## src/include/port_b_defs.svh

```systemverilog
`ifndef PORT_B_DEFS_SVH
`define PORT_B_DEFS_SVH

// Data path geometry
`define LONG_W        36
`define BYTE_W        9
`define BYTE_N        4
// Port B size codes {hi, lo}
`define SIZE_LONG     2'h0
`define SIZE_WORD     2'h1
`define SIZE_BYTE     2'h2
`define SIZE_MAIL     2'h3
// Swap codes {hi, lo}
`define SWAP_NONE     2'h0
`define SWAP_REVERSE  2'h1
`define SWAP_HALVES   2'h2
`define SWAP_PAIRS    2'h3
// Register map (byte addresses)
`define CTRL_OFFSET   4'h0
`define STATUS_OFFSET 4'h4
`define CTRL_FLUSH    0
// Reset values
`define RST_SIZE      2'h0
`define RST_COUNT     2'h0
`endif

```

## src/include/port_b_pkg.sv

```systemverilog
`include "port_b_defs.svh"
package port_b_pkg;
    typedef logic [`LONG_W-1:0] long_t;

    // Whole module state
    typedef struct packed {
        logic [1:0]  width_reg;
        logic        big_endian_reg;
        logic [1:0]  count_reg;
        logic [1:0]  last_size_reg;
        logic [1:0]  swap_reg;
        long_t       aux_reg;
        long_t       mail1_reg;
        long_t       mail2_reg;
        long_t       a_out_reg;
        long_t       b_out_reg;
        logic        ack_reg;
        logic [31:0] rdata_reg;
    } state_t;
endpackage

```

## src/hdl/port_b_bus_match_swap_parity.sv

```systemverilog
`timescale 1ns/100ps
`include "port_b_defs.svh"
module port_b_bus_match_swap_parity (
    // Clock and reset
    input  wire logic                clk_i,
    input  wire logic                rst_i,
    // Shared parity sense, high selects odd
    input  wire logic                parity_odd_i,
    // Port A
    input  wire logic [`LONG_W-1:0]  a_data_i,
    input  wire logic                port_a_chip_select_n_i,
    input  wire logic                port_a_enable_i,
    input  wire logic                port_a_write_read_n_i,
    input  wire logic                port_a_mail_select_i,
    input  wire logic                port_a_parity_generate_i,
    input  wire logic                mail1_full_i,
    input  wire logic [`LONG_W-1:0]  b_to_a_queue_data_i,
    input  wire logic                b_to_a_queue_load_i,
    output logic      [`LONG_W-1:0]  a_data_o,
    output logic                     port_a_parity_error_n_o,
    // Port B
    input  wire logic [`LONG_W-1:0]  b_data_i,
    input  wire logic                port_b_chip_select_n_i,
    input  wire logic                port_b_enable_i,
    input  wire logic                port_b_write_read_n_i,
    input  wire logic                port_b_width_sel_lo_i,
    input  wire logic                port_b_width_sel_hi_i,
    input  wire logic                big_endian_select_n_i,
    input  wire logic                byte_order_sel_lo_i,
    input  wire logic                byte_order_sel_hi_i,
    input  wire logic                port_b_parity_generate_i,
    input  wire logic                mail2_full_i,
    input  wire logic [`LONG_W-1:0]  a_to_b_queue_data_i,
    input  wire logic                a_to_b_queue_load_i,
    output logic      [`LONG_W-1:0]  b_data_o,
    output logic                     port_b_parity_error_n_o,
    // Second queue RAM write
    output logic                     b_to_a_queue_write_o,
    output logic      [`LONG_W-1:0]  b_to_a_queue_wdata_o,
    // Wishbone slave
    input  wire logic                wb_cyc_i,
    input  wire logic                wb_stb_i,
    input  wire logic                wb_we_i,
    input  wire logic [3:0]          wb_adr_i,
    input  wire logic [31:0]         wb_dat_i,
    input  wire logic [3:0]          wb_sel_i,
    output logic      [31:0]         wb_dat_o,
    output logic                     wb_ack_o
);
    port_b_pkg::state_t st_reg;
    port_b_pkg::state_t st_next;

    // Whole 9-bit lanes move, bits inside a lane never do
    function automatic port_b_pkg::long_t swap_lanes(input port_b_pkg::long_t d, input logic [1:0] mode);
        logic [`BYTE_W-1:0] la;
        logic [`BYTE_W-1:0] lb;
        logic [`BYTE_W-1:0] lc;
        logic [`BYTE_W-1:0] ld;
        la = d[35:27];
        lb = d[26:18];
        lc = d[17:9];
        ld = d[8:0];
        case (mode)
            `SWAP_NONE:    swap_lanes = {la, lb, lc, ld};
            `SWAP_REVERSE: swap_lanes = {ld, lc, lb, la};
            `SWAP_HALVES:  swap_lanes = {lc, ld, la, lb};
            default:       swap_lanes = {lb, la, ld, lc};
        endcase
    endfunction

    // Top bit of each lane replaced with parity of its low eight bits
    function automatic port_b_pkg::long_t gen_parity(input port_b_pkg::long_t d, input logic odd);
        port_b_pkg::long_t r;
        r = d;
        for (int i = 0; i < `BYTE_N; i++) begin
            r[i*`BYTE_W+8] = (^d[i*`BYTE_W +: 8]) ^ odd;
        end
        gen_parity = r;
    endfunction

    // Port qualifiers
    logic a_sel;
    logic b_sel;
    logic b_mail_live;
    logic a_mail_read;
    logic b_mail_read;
    logic b_mail_write;
    logic a_mail_write;
    logic b_fifo_write;
    assign a_sel        = !port_a_chip_select_n_i && port_a_enable_i;
    assign b_sel        = !port_b_chip_select_n_i && port_b_enable_i;
    assign b_mail_live  = port_b_width_sel_hi_i && port_b_width_sel_lo_i;
    assign a_mail_read  = a_sel && !port_a_write_read_n_i && port_a_mail_select_i;
    assign a_mail_write = a_sel && port_a_write_read_n_i && port_a_mail_select_i;
    assign b_mail_read  = b_sel && !port_b_write_read_n_i && b_mail_live;
    assign b_mail_write = b_sel && port_b_write_read_n_i && b_mail_live;
    assign b_fifo_write = b_sel && port_b_write_read_n_i && !b_mail_live;

    // Per-lane parity trees, used only for checking; mail generation has its own in gen_parity
    logic [`BYTE_N-1:0] a_lane_err;
    logic [`BYTE_N-1:0] b_lane_err;
    logic [`BYTE_N-1:0] b_lane_valid;
    genvar g;
    generate
        for (g = 0; g < `BYTE_N; g++) begin : g_lane
            assign a_lane_err[g] = (^a_data_i[g*`BYTE_W +: `BYTE_W]) != parity_odd_i;
            assign b_lane_err[g] = (^b_data_i[g*`BYTE_W +: `BYTE_W]) != parity_odd_i;
        end
    endgenerate

    // Lanes valid for the implemented size; mail traffic uses all four
    always_comb begin
        if (b_mail_live || st_reg.width_reg == `SIZE_LONG) begin
            b_lane_valid = 4'hF;
        end else if (st_reg.width_reg == `SIZE_WORD) begin
            b_lane_valid = st_reg.big_endian_reg ? 4'hC : 4'h3;
        end else begin
            b_lane_valid = st_reg.big_endian_reg ? 4'h8 : 4'h1;
        end
    end

    // Flags held high while gen_parity generates mail parity
    assign port_a_parity_error_n_o = (a_mail_read && port_a_parity_generate_i) || !(|a_lane_err);
    assign port_b_parity_error_n_o = (b_mail_read && port_b_parity_generate_i)
                                     || !(|(b_lane_err & b_lane_valid));

    // Mail data is never swapped, parity substituted only on the way out
    assign a_data_o = port_a_mail_select_i
                      ? (port_a_parity_generate_i ? gen_parity(st_reg.mail2_reg, parity_odd_i) : st_reg.mail2_reg)
                      : st_reg.a_out_reg;
    assign b_data_o = b_mail_live
                      ? (port_b_parity_generate_i ? gen_parity(st_reg.mail1_reg, parity_odd_i) : st_reg.mail1_reg)
                      : st_reg.b_out_reg;

    // Assembly of partial writes
    logic [1:0]         part_idx;
    logic [1:0]         swap_use;
    logic [17:0]        word_lane;
    logic [8:0]         byte_lane;
    logic               commit;
    logic               flush;
    port_b_pkg::long_t  assembled;
    assign flush     = wb_cyc_i && wb_stb_i && wb_we_i && !st_reg.ack_reg && wb_adr_i == `CTRL_OFFSET
                       && wb_sel_i[0] && wb_dat_i[`CTRL_FLUSH];
    assign word_lane = st_reg.big_endian_reg ? b_data_i[35:18] : b_data_i[17:0];
    assign byte_lane = st_reg.big_endian_reg ? b_data_i[35:27] : b_data_i[8:0];

    always_comb begin
        // New size, idle count or flush restarts the long word
        if (flush || st_reg.width_reg != st_reg.last_size_reg || st_reg.count_reg == `RST_COUNT) begin
            part_idx = `RST_COUNT;
        end else begin
            part_idx = st_reg.count_reg;
        end
        swap_use  = (part_idx == 2'h0) ? {byte_order_sel_hi_i, byte_order_sel_lo_i} : st_reg.swap_reg;
        assembled = st_reg.aux_reg;
        commit    = 1'b0;
        case (st_reg.width_reg)
            `SIZE_LONG: begin
                assembled = b_data_i;
                commit    = 1'b1;
            end
            `SIZE_WORD: begin
                if (part_idx == 2'h0) begin
                    assembled[35:18] = word_lane;
                end else begin
                    assembled[17:0] = word_lane;
                    commit          = 1'b1;
                end
            end
            `SIZE_BYTE: begin
                case (part_idx)
                    2'h0:    assembled[35:27] = byte_lane;
                    2'h1:    assembled[26:18] = byte_lane;
                    2'h2:    assembled[17:9]  = byte_lane;
                    default: begin
                        assembled[8:0] = byte_lane;
                        commit         = 1'b1;
                    end
                endcase
            end
            default: begin
                assembled = st_reg.aux_reg;
                commit    = 1'b0;
            end
        endcase
    end

    // RAM write leaves on the very edge that completes the word
    assign b_to_a_queue_write_o = b_fifo_write && commit;
    assign b_to_a_queue_wdata_o = swap_lanes(assembled, swap_use);

    // Register read view
    logic [31:0] status_word;
    assign status_word = {20'h0, port_b_parity_error_n_o, port_a_parity_error_n_o, st_reg.swap_reg,
                          st_reg.last_size_reg, st_reg.count_reg, st_reg.big_endian_reg, 1'b0, st_reg.width_reg};

    // Next state
    always_comb begin
        st_next = st_reg;
        // Held selection survives mail accesses
        if (!b_mail_live) begin
            st_next.width_reg      = {port_b_width_sel_hi_i, port_b_width_sel_lo_i};
            st_next.big_endian_reg = !big_endian_select_n_i;
        end
        if (flush) begin
            st_next.count_reg = `RST_COUNT;
        end
        // A write in the flush cycle still counts, from the start
        if (b_fifo_write) begin
            st_next.aux_reg       = assembled;
            st_next.swap_reg      = swap_use;
            st_next.last_size_reg = st_reg.width_reg;
            st_next.count_reg     = commit ? `RST_COUNT : part_idx + 2'h1;
        end
        // Mail stores, all nine bits, blocked while still unread
        if (a_mail_write && !mail1_full_i) begin
            st_next.mail1_reg = a_data_i;
        end
        if (b_mail_write && !mail2_full_i) begin
            st_next.mail2_reg = b_data_i;
        end
        // Output registers take generated parity at load time
        if (b_to_a_queue_load_i) begin
            st_next.a_out_reg = port_a_parity_generate_i
                                ? gen_parity(b_to_a_queue_data_i, parity_odd_i) : b_to_a_queue_data_i;
        end
        if (a_to_b_queue_load_i) begin
            st_next.b_out_reg = port_b_parity_generate_i
                                ? gen_parity(swap_lanes(a_to_b_queue_data_i, {byte_order_sel_hi_i, byte_order_sel_lo_i}),
                                             parity_odd_i)
                                : swap_lanes(a_to_b_queue_data_i, {byte_order_sel_hi_i, byte_order_sel_lo_i});
        end
        // Wishbone: ack one cycle after the strobe, dropped the next
        st_next.ack_reg   = wb_cyc_i && wb_stb_i && !st_reg.ack_reg;
        // Read data loaded only when a request is taken, so it holds between accesses
        if (wb_cyc_i && wb_stb_i && !st_reg.ack_reg) begin
            st_next.rdata_reg = (wb_adr_i == `STATUS_OFFSET) ? status_word : 32'h0;
        end
    end

    // Single state register
    always_ff @(posedge clk_i) begin
        if (rst_i) begin
            st_reg                <= '0;
            st_reg.width_reg      <= `RST_SIZE;
            st_reg.last_size_reg  <= `RST_SIZE;
            st_reg.count_reg      <= `RST_COUNT;
        end else begin
            st_reg <= st_next;
        end
    end

    assign wb_ack_o = st_reg.ack_reg;
    assign wb_dat_o = st_reg.rdata_reg;
endmodule

```

## config.mk

```make
export PLATFORM = sky130hd
export DESIGN_NAME = port_b_bus_match_swap_parity
export DESIGN_NICKNAME = d
export VERILOG_FILES = /design/src/include/port_b_pkg.sv /design/src/hdl/port_b_bus_match_swap_parity.sv
export VERILOG_INCLUDE_DIRS = /design/src /design/src/include
export SDC_FILE = /design/constraint.sdc
export NUM_CORES = 1
export LEC_CHECK = 0
export BUFFER_PORTS_ARGS = -buffer_cell sky130_fd_sc_hd__buf_2
export CORE_MARGIN = 1.5
export CORE_UTILIZATION = 40
export CTS_CLUSTER_DIAMETER = 50
export DETAILED_ROUTE_END_ITERATION = 10
export PLACE_DENSITY = 0.67
export SYNTH_ARGS = -nofsm -noshare
export SYNTH_HDL_FRONTEND = slang
export SYNTH_SLANG_ARGS = --single-unit
```

## constraint.sdc

```tcl
create_clock -name clk_i -period 6.1 [get_ports clk_i]
set_clock_uncertainty 0.1 [all_clocks]
set_input_delay 1.22 -clock clk_i [delete_from_list [all_inputs] [get_ports clk_i]]
set_output_delay 1.22 -clock clk_i [all_outputs]
set_load 0.03 [all_outputs]
```

==> impl_results.md, run 1 <==
- Reg2reg start: wb_ack_o$_SDFF_PP0_
- Post-CTS setup buffer count: 0
- I/O Buffers: between 200 and 300
- Largest buffer count on any clock path: 3
- Critical path class: primary input to output port
- Flop2flop setup slack: 2890 ps
- Initial DRT Pass Iterations: 5
- DRT iter0 DRCs: 918
- WP data arrival: around 4500 ps
- Vias in the first global route: 11200
- Final Hold Viols: 0
- Drc violations: 0
- Area leader, netlist: dfxtp_1
- Full die area: 34500 um2
- Main synth FF type: dfxtp_1
- Unique masters post-synth: 53
- Starting Density: 40.9%
- # H-tree levels: 1
- Crit path max fanout: 8
- Count of final setup violators: 0
- Reg2reg end: st_reg[204]$_SDFFE_PP0P_
- Layout Cells excl Fill: approximately 2200
- VDD IR max: 253 uV
- Largest net degree at the start of global routing: 78
- Area delta synth->final: 20.4%
- Critical Path Start: wb_adr_i[1]
- Clock sinks: 201
- Pwr dens: 268 nW/um2
- Setup TNS: 0 ps
- Synth Warn #: 0
- GRT Total Usage: 23.4%
- Yosys top cell area share: 30.1%
- Fillers: 3191
- Vias/cell: around 5.4
- Clock Latency Late Sink: 560 ps
- Synth area leaders: dfxtp_1 (30%), mux2i_1 (12%), xnor2_1 (8.5%)
- Final net count: a little under 2000
- EDFF count, synth: 0
- Worst reg2reg path depth: 12
- Share of cells above drive strength 1: between 20% and 30%
- Leakage: 7.02 nW
- Register area share after synthesis: 30.1%
- Fin crit period: 5840 ps
- Die X: about 190 um
- Fraction of registers with async set/reset: 0%
- DRT Wirelength: 41900 um
- Core Util, Final: 49.2%
- Die H: 186 um
- CTS Buf Count: 31
- Setup crit end: b_to_a_queue_wdata_o[0]
- Post-DRT Antenna Nets: 0
- Final Wtd Congestion: 0.938
- CP startpoint kind: primary input
- Mapped Cells: 1536
- CTS tree: done
- F_max: between 150 and 200 MHz
- Setup repair after global routing missed its margin: no
- Outcome: finished, final reports clean
- Most frequent cells in the layout: buf_2 (295), nand2_1 (269), dfxtp_1 (200)
- GRT overflow: 0
- Netlist Area Pre-Place: 13400 um2
- Largest register FFs: 189
- Root Driver: clkbuf_16
- Hold Path Class: flop to flop
- Critical Path RT: 4780 ps
- # rows: 66
- Final count of pins violating max slew: 0
- Post-DP HPWL: 30700 um
- First-pass GRT wire length: about 63000 um
- Clock-pin transition on the worst setup and hold timing paths: 60 ps
- Post-Place Cells: 2180
- Resize count post-CTS: 0
- I/O pins: 352
- Synth Area per Inst: 8.71 um2
- Placeable core area: 32700 um2
- CTS Hold Bufs: 0
- Final total power: 4.31 mW
- Post-DR wirelength/cell: 18.7 um
- Endpoint type of the worst setup path: output port
- Final period util: 95.8%
- Commonest non-fill, non-tap cell in the layout: buf_2
- Worst-Margin Slew: 1150 ps
- Hold path depth: 2
- Max Cap Viol: 0
- Initial antenna violation count: 6
- Register bit total from synthesis: 201
- Headroom to the max-slew limit: 23.5%
- DR vias: 12100
==> where the power goes <==
group | leakage [nW] | internal (mW) | switching (mW)
Sequential | 1.64 | 1.37 | 0.0352
Clock | 0.512 | 1.12 | 0.697
Combinational | 4.86 | 0.453 | 0.638
==> how the worst min path moves through the flow <==
| stage | from | endpoint | slack [ps] |
|---|---|---|---|
| 2_1_floorplan | st_reg[113]$_SDFFE_PP0P_ | st_reg[113]$_SDFFE_PP0P_ | 340 |
| 3_3_place_gp | st_reg[122]$_SDFFE_PP0P_ | st_reg[122]$_SDFFE_PP0P_ | 340 |
| 3_5_place_dp | st_reg[122]$_SDFFE_PP0P_ | st_reg[122]$_SDFFE_PP0P_ | 350 |
| 4_1_cts | st_reg[122]$_SDFFE_PP0P_ | st_reg[122]$_SDFFE_PP0P_ | 360 |
| 5_1_grt | st_reg[140]$_SDFFE_PP0P_ | st_reg[140]$_SDFFE_PP0P_ | 380 |
| 6_report | st_reg[122]$_SDFFE_PP0P_ | st_reg[122]$_SDFFE_PP0P_ | 350 |
==> layer usage <==
layer | up-vias | wire (um) | global-route usage, %
met5 | - | 0 | 0
met1 | 5755 | 18400 | 31.6
met4 | 0 | 1570 | 10.3
li1 | 5768 | - | -
met2 | 517 | 19000 | 36.9
met3 | 106 | 2920 | 3.25
==> critical path, cell delays in order <==
cell	delay (ps)
buf_2	90
or3_1	380
or3_1	420
o2111a_1	180
nand2_1	150
ha_1	470
inv_2	80
maj3_1	390
buf_4	200
a22oi_1	180
o21ai_1	150
mux2i_1	260
mux2i_1	130
buf_2	210
==> cell families (layout without fill, tap and decap cells) <==
family,count (synthesis),in the layout,synth area share (%)
adder cells (fa/ha/maj),6,6,0.543
multiplexers,258,258,23.3
AO/OA/AOI/OAI,247,247,11.8
other,1,28,0.0280
AND/OR/NAND/NOR,485,485,14.8
XOR/XNOR,184,184,13.6
buffers and inverters,154,393,5.84
flip-flops,201,201,30.1
==> layout make-up <==
type / instances / area [um2] / area share, %
sequential: 201 / 4030 / 25.0
antenna: 7 / 17.5 / 0.109
tap: 442 / 553 / 3.44
clock inverter: 21 / 233 / 1.45
timing repair buffer: 329 / 1740 / 10.8
clock buffer: 36 / 835 / 5.18
multi-input combinational: 1201 / 8670 / 53.9
inverter: 7 / 26.3 / 0.163
==> per-stage QoR <==
step | setup WS [ps] | instance area (um2) | hold slack (ps)
6_report | 257 | 16100 | 354
5_1_grt | 48.7 | 16100 | 378
4_1_cts | 87.5 | 16100 | 357
3_5_place_dp | 100 | 15000 | 349
3_3_place_gp | 175 | 15000 | 344
2_1_floorplan | 330 | 13400 | 336
==> synthesized netlist by cell type, drive strengths merged (2+ instances only) <==
cell / n
a211oi: 33
a21o: 10
a21oi: 99
a221oi: 18
a22o: 18
a22oi: 24
and2: 3
and3: 2
buf: 67
clkbuf: 80
dfxtp: 201
ha: 5
inv: 7
mux2: 61
mux2i: 161
mux4: 36
nand2: 269
nand2b: 7
nand3b: 6
nand4b: 2
nor2: 155
nor2b: 7
nor3: 18
nor3b: 7
nor4: 2
o21ai: 28
o22ai: 9
o31ai: 3
or3: 4
xnor2: 134
xnor3: 13
xor2: 37
(Power assumes the default switching activity.)
==> run 2, diff against run 1 <==
--- a/config.mk
+++ b/config.mk
@@ -7,11 +7,12 @@
 export NUM_CORES = 1
 export LEC_CHECK = 0
 export BUFFER_PORTS_ARGS = -buffer_cell sky130_fd_sc_hd__buf_2
+export CAP_MARGIN = 40
 export CORE_MARGIN = 1.5
-export CORE_UTILIZATION = 40
+export CORE_UTILIZATION = 54
 export CTS_CLUSTER_DIAMETER = 50
 export DETAILED_ROUTE_END_ITERATION = 10
-export PLACE_DENSITY = 0.67
+export PLACE_DENSITY = 0.85
 export SYNTH_ARGS = -nofsm -noshare
 export SYNTH_HDL_FRONTEND = slang
 export SYNTH_SLANG_ARGS = --single-unit
==> run 2 against run 1 <==
Non-clock buffer count increased by 2. Combinational power hardly changed. Total power is 0.54% lower. Sequential power barely moved. Final area shrank 0.58%.
==> impl_results.md, run 2 (synthesized netlist as in run 1, its figures left out) <==
- Vias/cell: 6.02 (was 5.41)
- Drc violations: 0 (unchanged)
- Clock power frac: 41.2% (was 42.1%)
- Final count of pins violating max slew: 0 (unchanged)
- I/O pins: 352 (unchanged)
- Fillers: 1865 (was 3191)
- Resize count post-CTS: 0 (unchanged)
- Hold Path Class: flop to flop (unchanged)
- I/O Buffers: 296 (unchanged)
- # H-tree levels: 1 (unchanged)
- Crit path max fanout: 8 (unchanged)
- Reg2reg start: wb_ack_o$_SDFF_PP0_ (unchanged)
- Die X: 160 um (was 186 um)
- Layout Cells excl Fill: 2119 (was 2244)
- Initial DRT Pass Iterations: 6 (was 5)
- Post-Place Cells: 2064 (was 2180)
- Critical Path Start: wb_adr_i[1] (unchanged)
- Post-DP Area: 15000 um2 (about the same)
- Clock-pin transition on the worst setup and hold timing paths: 60 ps (about the same)
- CTS Buf Count: 28 (was 31)
- CTS Hold Bufs: 0 (unchanged)
- Hold path endpoint: st_reg[176]$_SDFFE_PP0P_ (was st_reg[122]$_SDFFE_PP0P_)
- Post-DR wirelength/cell: 19.9 um (was 18.7 um)
- Largest buffer count on any clock path: 3 (unchanged)
- Die H: 160 um (was 186 um)
- Max Cap Viol: 0 (unchanged)
- Hold Path Origin: st_reg[176]$_SDFFE_PP0P_ (was st_reg[122]$_SDFFE_PP0P_)
- Largest net degree at the start of global routing: 76 (was 78)
- GRT Total Usage: 32.1% (was 23.4%)
- Switching Power: 1.36 mW (was 1.37 mW)
- Share of cells above drive strength 1: 26.4% (was 26.6%)
- Pwr dens: 268 nW/um2 (about the same)
- # rows: 57 (was 66)
- Final period util: 96.5% (was 95.8%)
- Final Wtd Congestion: 0.945 (was 0.938)
- CTS tree: done (unchanged)
- Final net count: 1983 (was 1984)
- VDD IR max: 201 uV (was 253 uV)
- Count of final setup violators: 0 (unchanged)
- Headroom to the max-slew limit: 41.0% (was 23.5%)
- Sequential share of power: 32.8% (was 32.6%)
- Critical Path RT: 4780 ps (about the same)
- Flop2flop setup slack: 2920 ps (was 2890 ps)
- First-pass GRT wire length: 66300 um (was 62600 um)
- Fin crit period: 5890 ps (was 5840 ps)
- Hold path depth: 2 (unchanged)
- Placeable core area: 24300 um2 (was 32700 um2)
- Post-DP HPWL: 29800 um (was 30700 um)
- DRT iter0 DRCs: 1474 (was 918)
- Initial antenna violation count: 4 (was 6)
- Worst reg2reg path depth: 12 (unchanged)
- Worst-Margin Slew: 880 ps (was 1150 ps)
- Clock sinks: 201 (unchanged)
- WP data arrival: 4570 ps (was 4520 ps)
- Reg2reg end: st_reg[210]$_SDFFE_PP0P_ (was st_reg[204]$_SDFFE_PP0P_)
- Post-DRT Antenna Nets: 0 (unchanged)
- Storage cell area: 4030 um2 (unchanged)
- DRT Wirelength: 42100 um (was 41900 um)
- Most frequent cells in the layout: buf_2 (297), nand2_1 (269), dfxtp_1 (200) (was buf_2 (295), nand2_1 (269), dfxtp_1 (200))
- Multi-input gate area: 8670 um2 (about the same)
- Commonest non-fill, non-tap cell in the layout: buf_2 (unchanged)
- Comb power frac: 26.0% (was 25.3%)
- Leakage: 7.04 nW (was 7.02 nW)
- Area of all placed cells without fillers: 16000 um2 (was 16100 um2)
- Sw frac: 31.8% (about the same)
- Final Hold Viols: 0 (unchanged)
- Full die area: 25700 um2 (was 34500 um2)
- DR vias: 12700 (was 12100)
- Largest register FFs: 189 (unchanged)
- Setup repair after global routing missed its margin: no (unchanged)
- Vias in the first global route: 12300 (was 11200)
- Starting Density: 55.0% (was 40.9%)
- Post-CTS setup buffer count: 0 (unchanged)
- F_max: 170 MHz (was 171 MHz)
- Root Driver: clkbuf_16 (unchanged)
- Setup TNS: 0 ps (unchanged)
- Pint: 2.92 mW (was 2.94 mW)
- GRT overflow: 0 (unchanged)
- Endpoint type of the worst setup path: output port (unchanged)
- Outcome: finished, final reports clean (unchanged)
- Clock Latency Late Sink: 540 ps (was 560 ps)
- CP startpoint kind: primary input (unchanged)
- Critical path class: primary input to output port (unchanged)
- Area delta synth->final: 19.7% (was 20.4%)
-- run 2: critical path, stage by stage --
cell	delay [ps]
buf_2	90
or3_1	370
or3_1	420
o2111a_1	180
nand2_1	190
ha_1	280
buf_4	210
nand2_1	60
nor2_1	460
a22oi_1	140
o21ai_1	320
mux2i_1	160
mux2i_1	210
buf_2	240
-- run 2: layout make-up --
type	instances	area share, %
inverters	7	0.164
well taps	324	2.53
diodes	5	0.0782
clock buffers	33	4.88
multi-input cells	1201	54.2
clock inverters	17	1.49
flip-flops and latches	201	25.2
repair buffers	331	11.5
-- run 2: worst max path at each step --
stage | to | cells after the start
CTS | b_to_a_queue_wdata_o[21] | 12
finish | b_to_a_queue_wdata_o[29] | 14
global route | b_to_a_queue_wdata_o[15] | 14
floorplan | b_to_a_queue_wdata_o[10] | 11
global placement | b_to_a_queue_wdata_o[34] | 12
detailed placement | b_to_a_queue_wdata_o[25] | 12
-- run 2: per-stage QoR --
step	hold WS [ps]	util, %	total power [mW]	setup slack [ps]
5_1_grt	382	65.8	4.43	20.5
3_5_place_dp	346	61.6	2.52	349
2_1_floorplan	336	-	2.22	330
3_3_place_gp	342	60.8	2.48	408
6_report	357	65.8	4.29	213
4_1_cts	354	65.8	4.29	316
-- run 2: layer usage --
layer	vias up	track usage, %	wire length, um
met3	160	5.58	4060
li1	5767	-	-
met4	0	16.7	2030
met1	6024	41.6	16600
met2	798	51.5	19400
met5	-	0	0
-- run 2: power by group through the flow --
stage	registers [mW]	clock network [mW]	logic, mW
after floorplan	1.42	0	0.796
after global placement	1.43	0	1.05
after detailed placement	1.43	0	1.09
after CTS	1.40	1.78	1.10
after global routing	1.41	1.84	1.18
final	1.41	1.76	1.12
==> run 3, diff against run 2 <==
--- a/config.mk
+++ b/config.mk
@@ -13,6 +13,7 @@
 export CTS_CLUSTER_DIAMETER = 50
 export DETAILED_ROUTE_END_ITERATION = 10
 export PLACE_DENSITY = 0.85
+export SETUP_SLACK_MARGIN = 0.5
 export SYNTH_ARGS = -nofsm -noshare
 export SYNTH_HDL_FRONTEND = slang
 export SYNTH_SLANG_ARGS = --single-unit
==> run 3 against run 2 <==
Sequential share of layout area decreased by 0.10 points. Critical endpoint unchanged. Largest cell class unchanged. Final cell count is 0.14% lower. Register-to-register slack improved by 350 ps. Worst hold slack lost 0.87 ps.
==> impl_results.md, run 3 (synthesized netlist as in run 1, its figures left out) <==
- Worst reg2reg path depth: 11 (was 12)
- Layout Cells excl Fill: 2116 (was 2119)
- I/O pins: 352 (unchanged)
- Final period util: 91.4% (was 96.5%)
- Headroom to the max-slew limit: 42.1% (was 41.0%)
- Crit path max fanout: 18 (was 8)
- Hold Path Class: flop to flop (unchanged)
- DRT Wirelength: 41300 um (was 42100 um)
- Fillers: 1929 (was 1865)
- I/O Buffers: 296 (unchanged)
- VDD IR max: 192 uV (was 201 uV)
- Reg2reg end: st_reg[179]$_SDFFE_PP0P_ (was st_reg[210]$_SDFFE_PP0P_)
- Count of final setup violators: 0 (unchanged)
- Setup TNS: 0 ps (unchanged)
- Vias in the first global route: 11900 (was 12300)
- Largest net degree at the start of global routing: 129 (was 76)
- CTS Buf Count: 27 (was 28)
- Clock sinks: 201 (unchanged)
- F_max: 179 MHz (was 170 MHz)
- CTS Hold Bufs: 0 (unchanged)
- Post-Place Cells: 2060 (was 2064)
- Commonest non-fill, non-tap cell in the layout: buf_2 (unchanged)
- DR vias: 12500 (was 12700)
- Critical Path Start: wb_adr_i[1] (unchanged)
- Reg2reg start: wb_ack_o$_SDFF_PP0_ (unchanged)
- Post-DP HPWL: 29400 um (was 29800 um)
- # H-tree levels: 1 (unchanged)
- Largest register FFs: 189 (unchanged)
- Share of cells above drive strength 1: 29.2% (was 26.4%)
- Post-DRT Antenna Nets: 0 (unchanged)
- GRT Total Usage: 31.0% (was 32.1%)
- Final Hold Viols: 0 (unchanged)
- Placeable core area: 24300 um2 (unchanged)
- Endpoint type of the worst setup path: output port (unchanged)
- Hold Path Origin: st_reg[113]$_SDFFE_PP0P_ (was st_reg[176]$_SDFFE_PP0P_)
- Area of all placed cells without fillers: 16100 um2 (was 16000 um2)
- Critical Path RT: 4780 ps (about the same)
- DRT iter0 DRCs: 1416 (was 1474)
- Die H: 160 um (unchanged)
- Pwr dens: 255 nW/um2 (was 268 nW/um2)
- Drc violations: 0 (unchanged)
- Clock Latency Late Sink: 520 ps (was 540 ps)
- Die X: 160 um (unchanged)
- Final Wtd Congestion: 0.958 (was 0.945)
- Setup crit end: b_to_a_queue_wdata_o[29] (unchanged)
- Starting Density: 55.0% (unchanged)
- Max Cap Viol: 0 (unchanged)
- Post-DP Area: 15000 um2 (about the same)
- Clock-pin transition on the worst setup and hold timing paths: 60 ps (about the same)
- Final count of pins violating max slew: 0 (unchanged)
- GRT overflow: 0 (unchanged)
- Leakage: 6.94 nW (was 7.04 nW)
- Final net count: 1978 (was 1983)
- Full die area: 25700 um2 (unchanged)
- Outcome: finished, final reports clean (unchanged)
- First-pass GRT wire length: 64000 um (was 66300 um)
- WP data arrival: 4260 ps (was 4570 ps)
- Root Driver: clkbuf_16 (unchanged)
- Flop2flop setup slack: 3270 ps (was 2920 ps)
- CP startpoint kind: primary input (unchanged)
- Most frequent cells in the layout: buf_2 (287), nand2_1 (266), dfxtp_1 (200) (was buf_2 (297), nand2_1 (269), dfxtp_1 (200))
- Core Util, Final: 66.1% (was 65.8%)
- Largest buffer count on any clock path: 3 (unchanged)
- Dpl ws: 265 ps (was 349 ps)
- Worst-Margin Slew: 868 ps (was 880 ps)
- Vias/cell: 5.93 (was 6.02)
- Area delta synth->final: 20.2% (was 19.7%)
- Critical path class: primary input to output port (unchanged)
- CTS tree: done (unchanged)
- PnR worst setup slack: 524 ps (was 213 ps)
- # rows: 57 (unchanged)
- Setup repair after global routing missed its margin: yes (was no)
- Initial DRT Pass Iterations: 6 (unchanged)
- Fin crit period: 5580 ps (was 5890 ps)
- Initial antenna violation count: 8 (was 4)
- Post-DR wirelength/cell: 19.5 um (was 19.9 um)
run 3: layout make-up:
type | count | area (um2) | share of cell area, %
flip-flops and latches | 201 | 4030 | 25.0
repair buffers | 327 | 1840 | 11.4
diodes | 7 | 17.5 | 0.109
multi-input cells | 1201 | 8870 | 55.2
well taps | 324 | 405 | 2.52
clock inverters | 17 | 158 | 0.981
inverters | 7 | 28.8 | 0.179
clock buffers | 32 | 724 | 4.51
run 3: how the worst min path moves through the flow:
stage | to | slack, ps | cells after the start
after floorplan | st_reg[113]$_SDFFE_PP0P_ | 340 | 2
after global placement | st_reg[158]$_SDFFE_PP0P_ | 340 | 2
after detailed placement | st_reg[176]$_SDFFE_PP0P_ | 350 | 2
after CTS | st_reg[176]$_SDFFE_PP0P_ | 360 | 2
after global routing | st_reg[176]$_SDFFE_PP0P_ | 370 | 2
final | st_reg[113]$_SDFFE_PP0P_ | 360 | 2
run 3: worst max-delay path: stages:
cell and delay, ps:
buf_2 90, or3_1 380, or3_4 400, o2111a_1 190
nand2_2 140, ha_2 220, buf_4 280, a22o_1 190
a221oi_1 70, a21oi_1 430, mux2i_1 220, mux2i_2 210
clkbuf_4 220
run 3: metal layers:
metal,GRT usage [%],share of wire [%]
met5,0,0.031
met4,17.3,6.0
met3,6.07,9.7
met2,47.9,44
met1,40.9,40
run 3: repair_timing:
item | in CTS | in global routing
buffers inserted | 0 | 0
gates resized for setup | 9 | 41
endpoints found under the hold margin | 0 | 0
pin swaps | 0 | 0
endpoints found under the setup margin | 36 | 36
run 3: where the power goes:
part	leakage, nW	switching, mW	internal, mW
logic	4.86	0.668	0.477
clock network	0.434	0.649	0.909
registers	1.64	0.0348	1.37
total	6.94	1.35	2.75
run 3: per-stage QoR:
stage          hold slack [ps]  power, mW
3_3_place_gp               342       2.50
6_report                   356       4.10
2_1_floorplan              336       2.24
5_1_grt                    375       4.26
3_5_place_dp               347       2.53
4_1_cts                    355       4.10
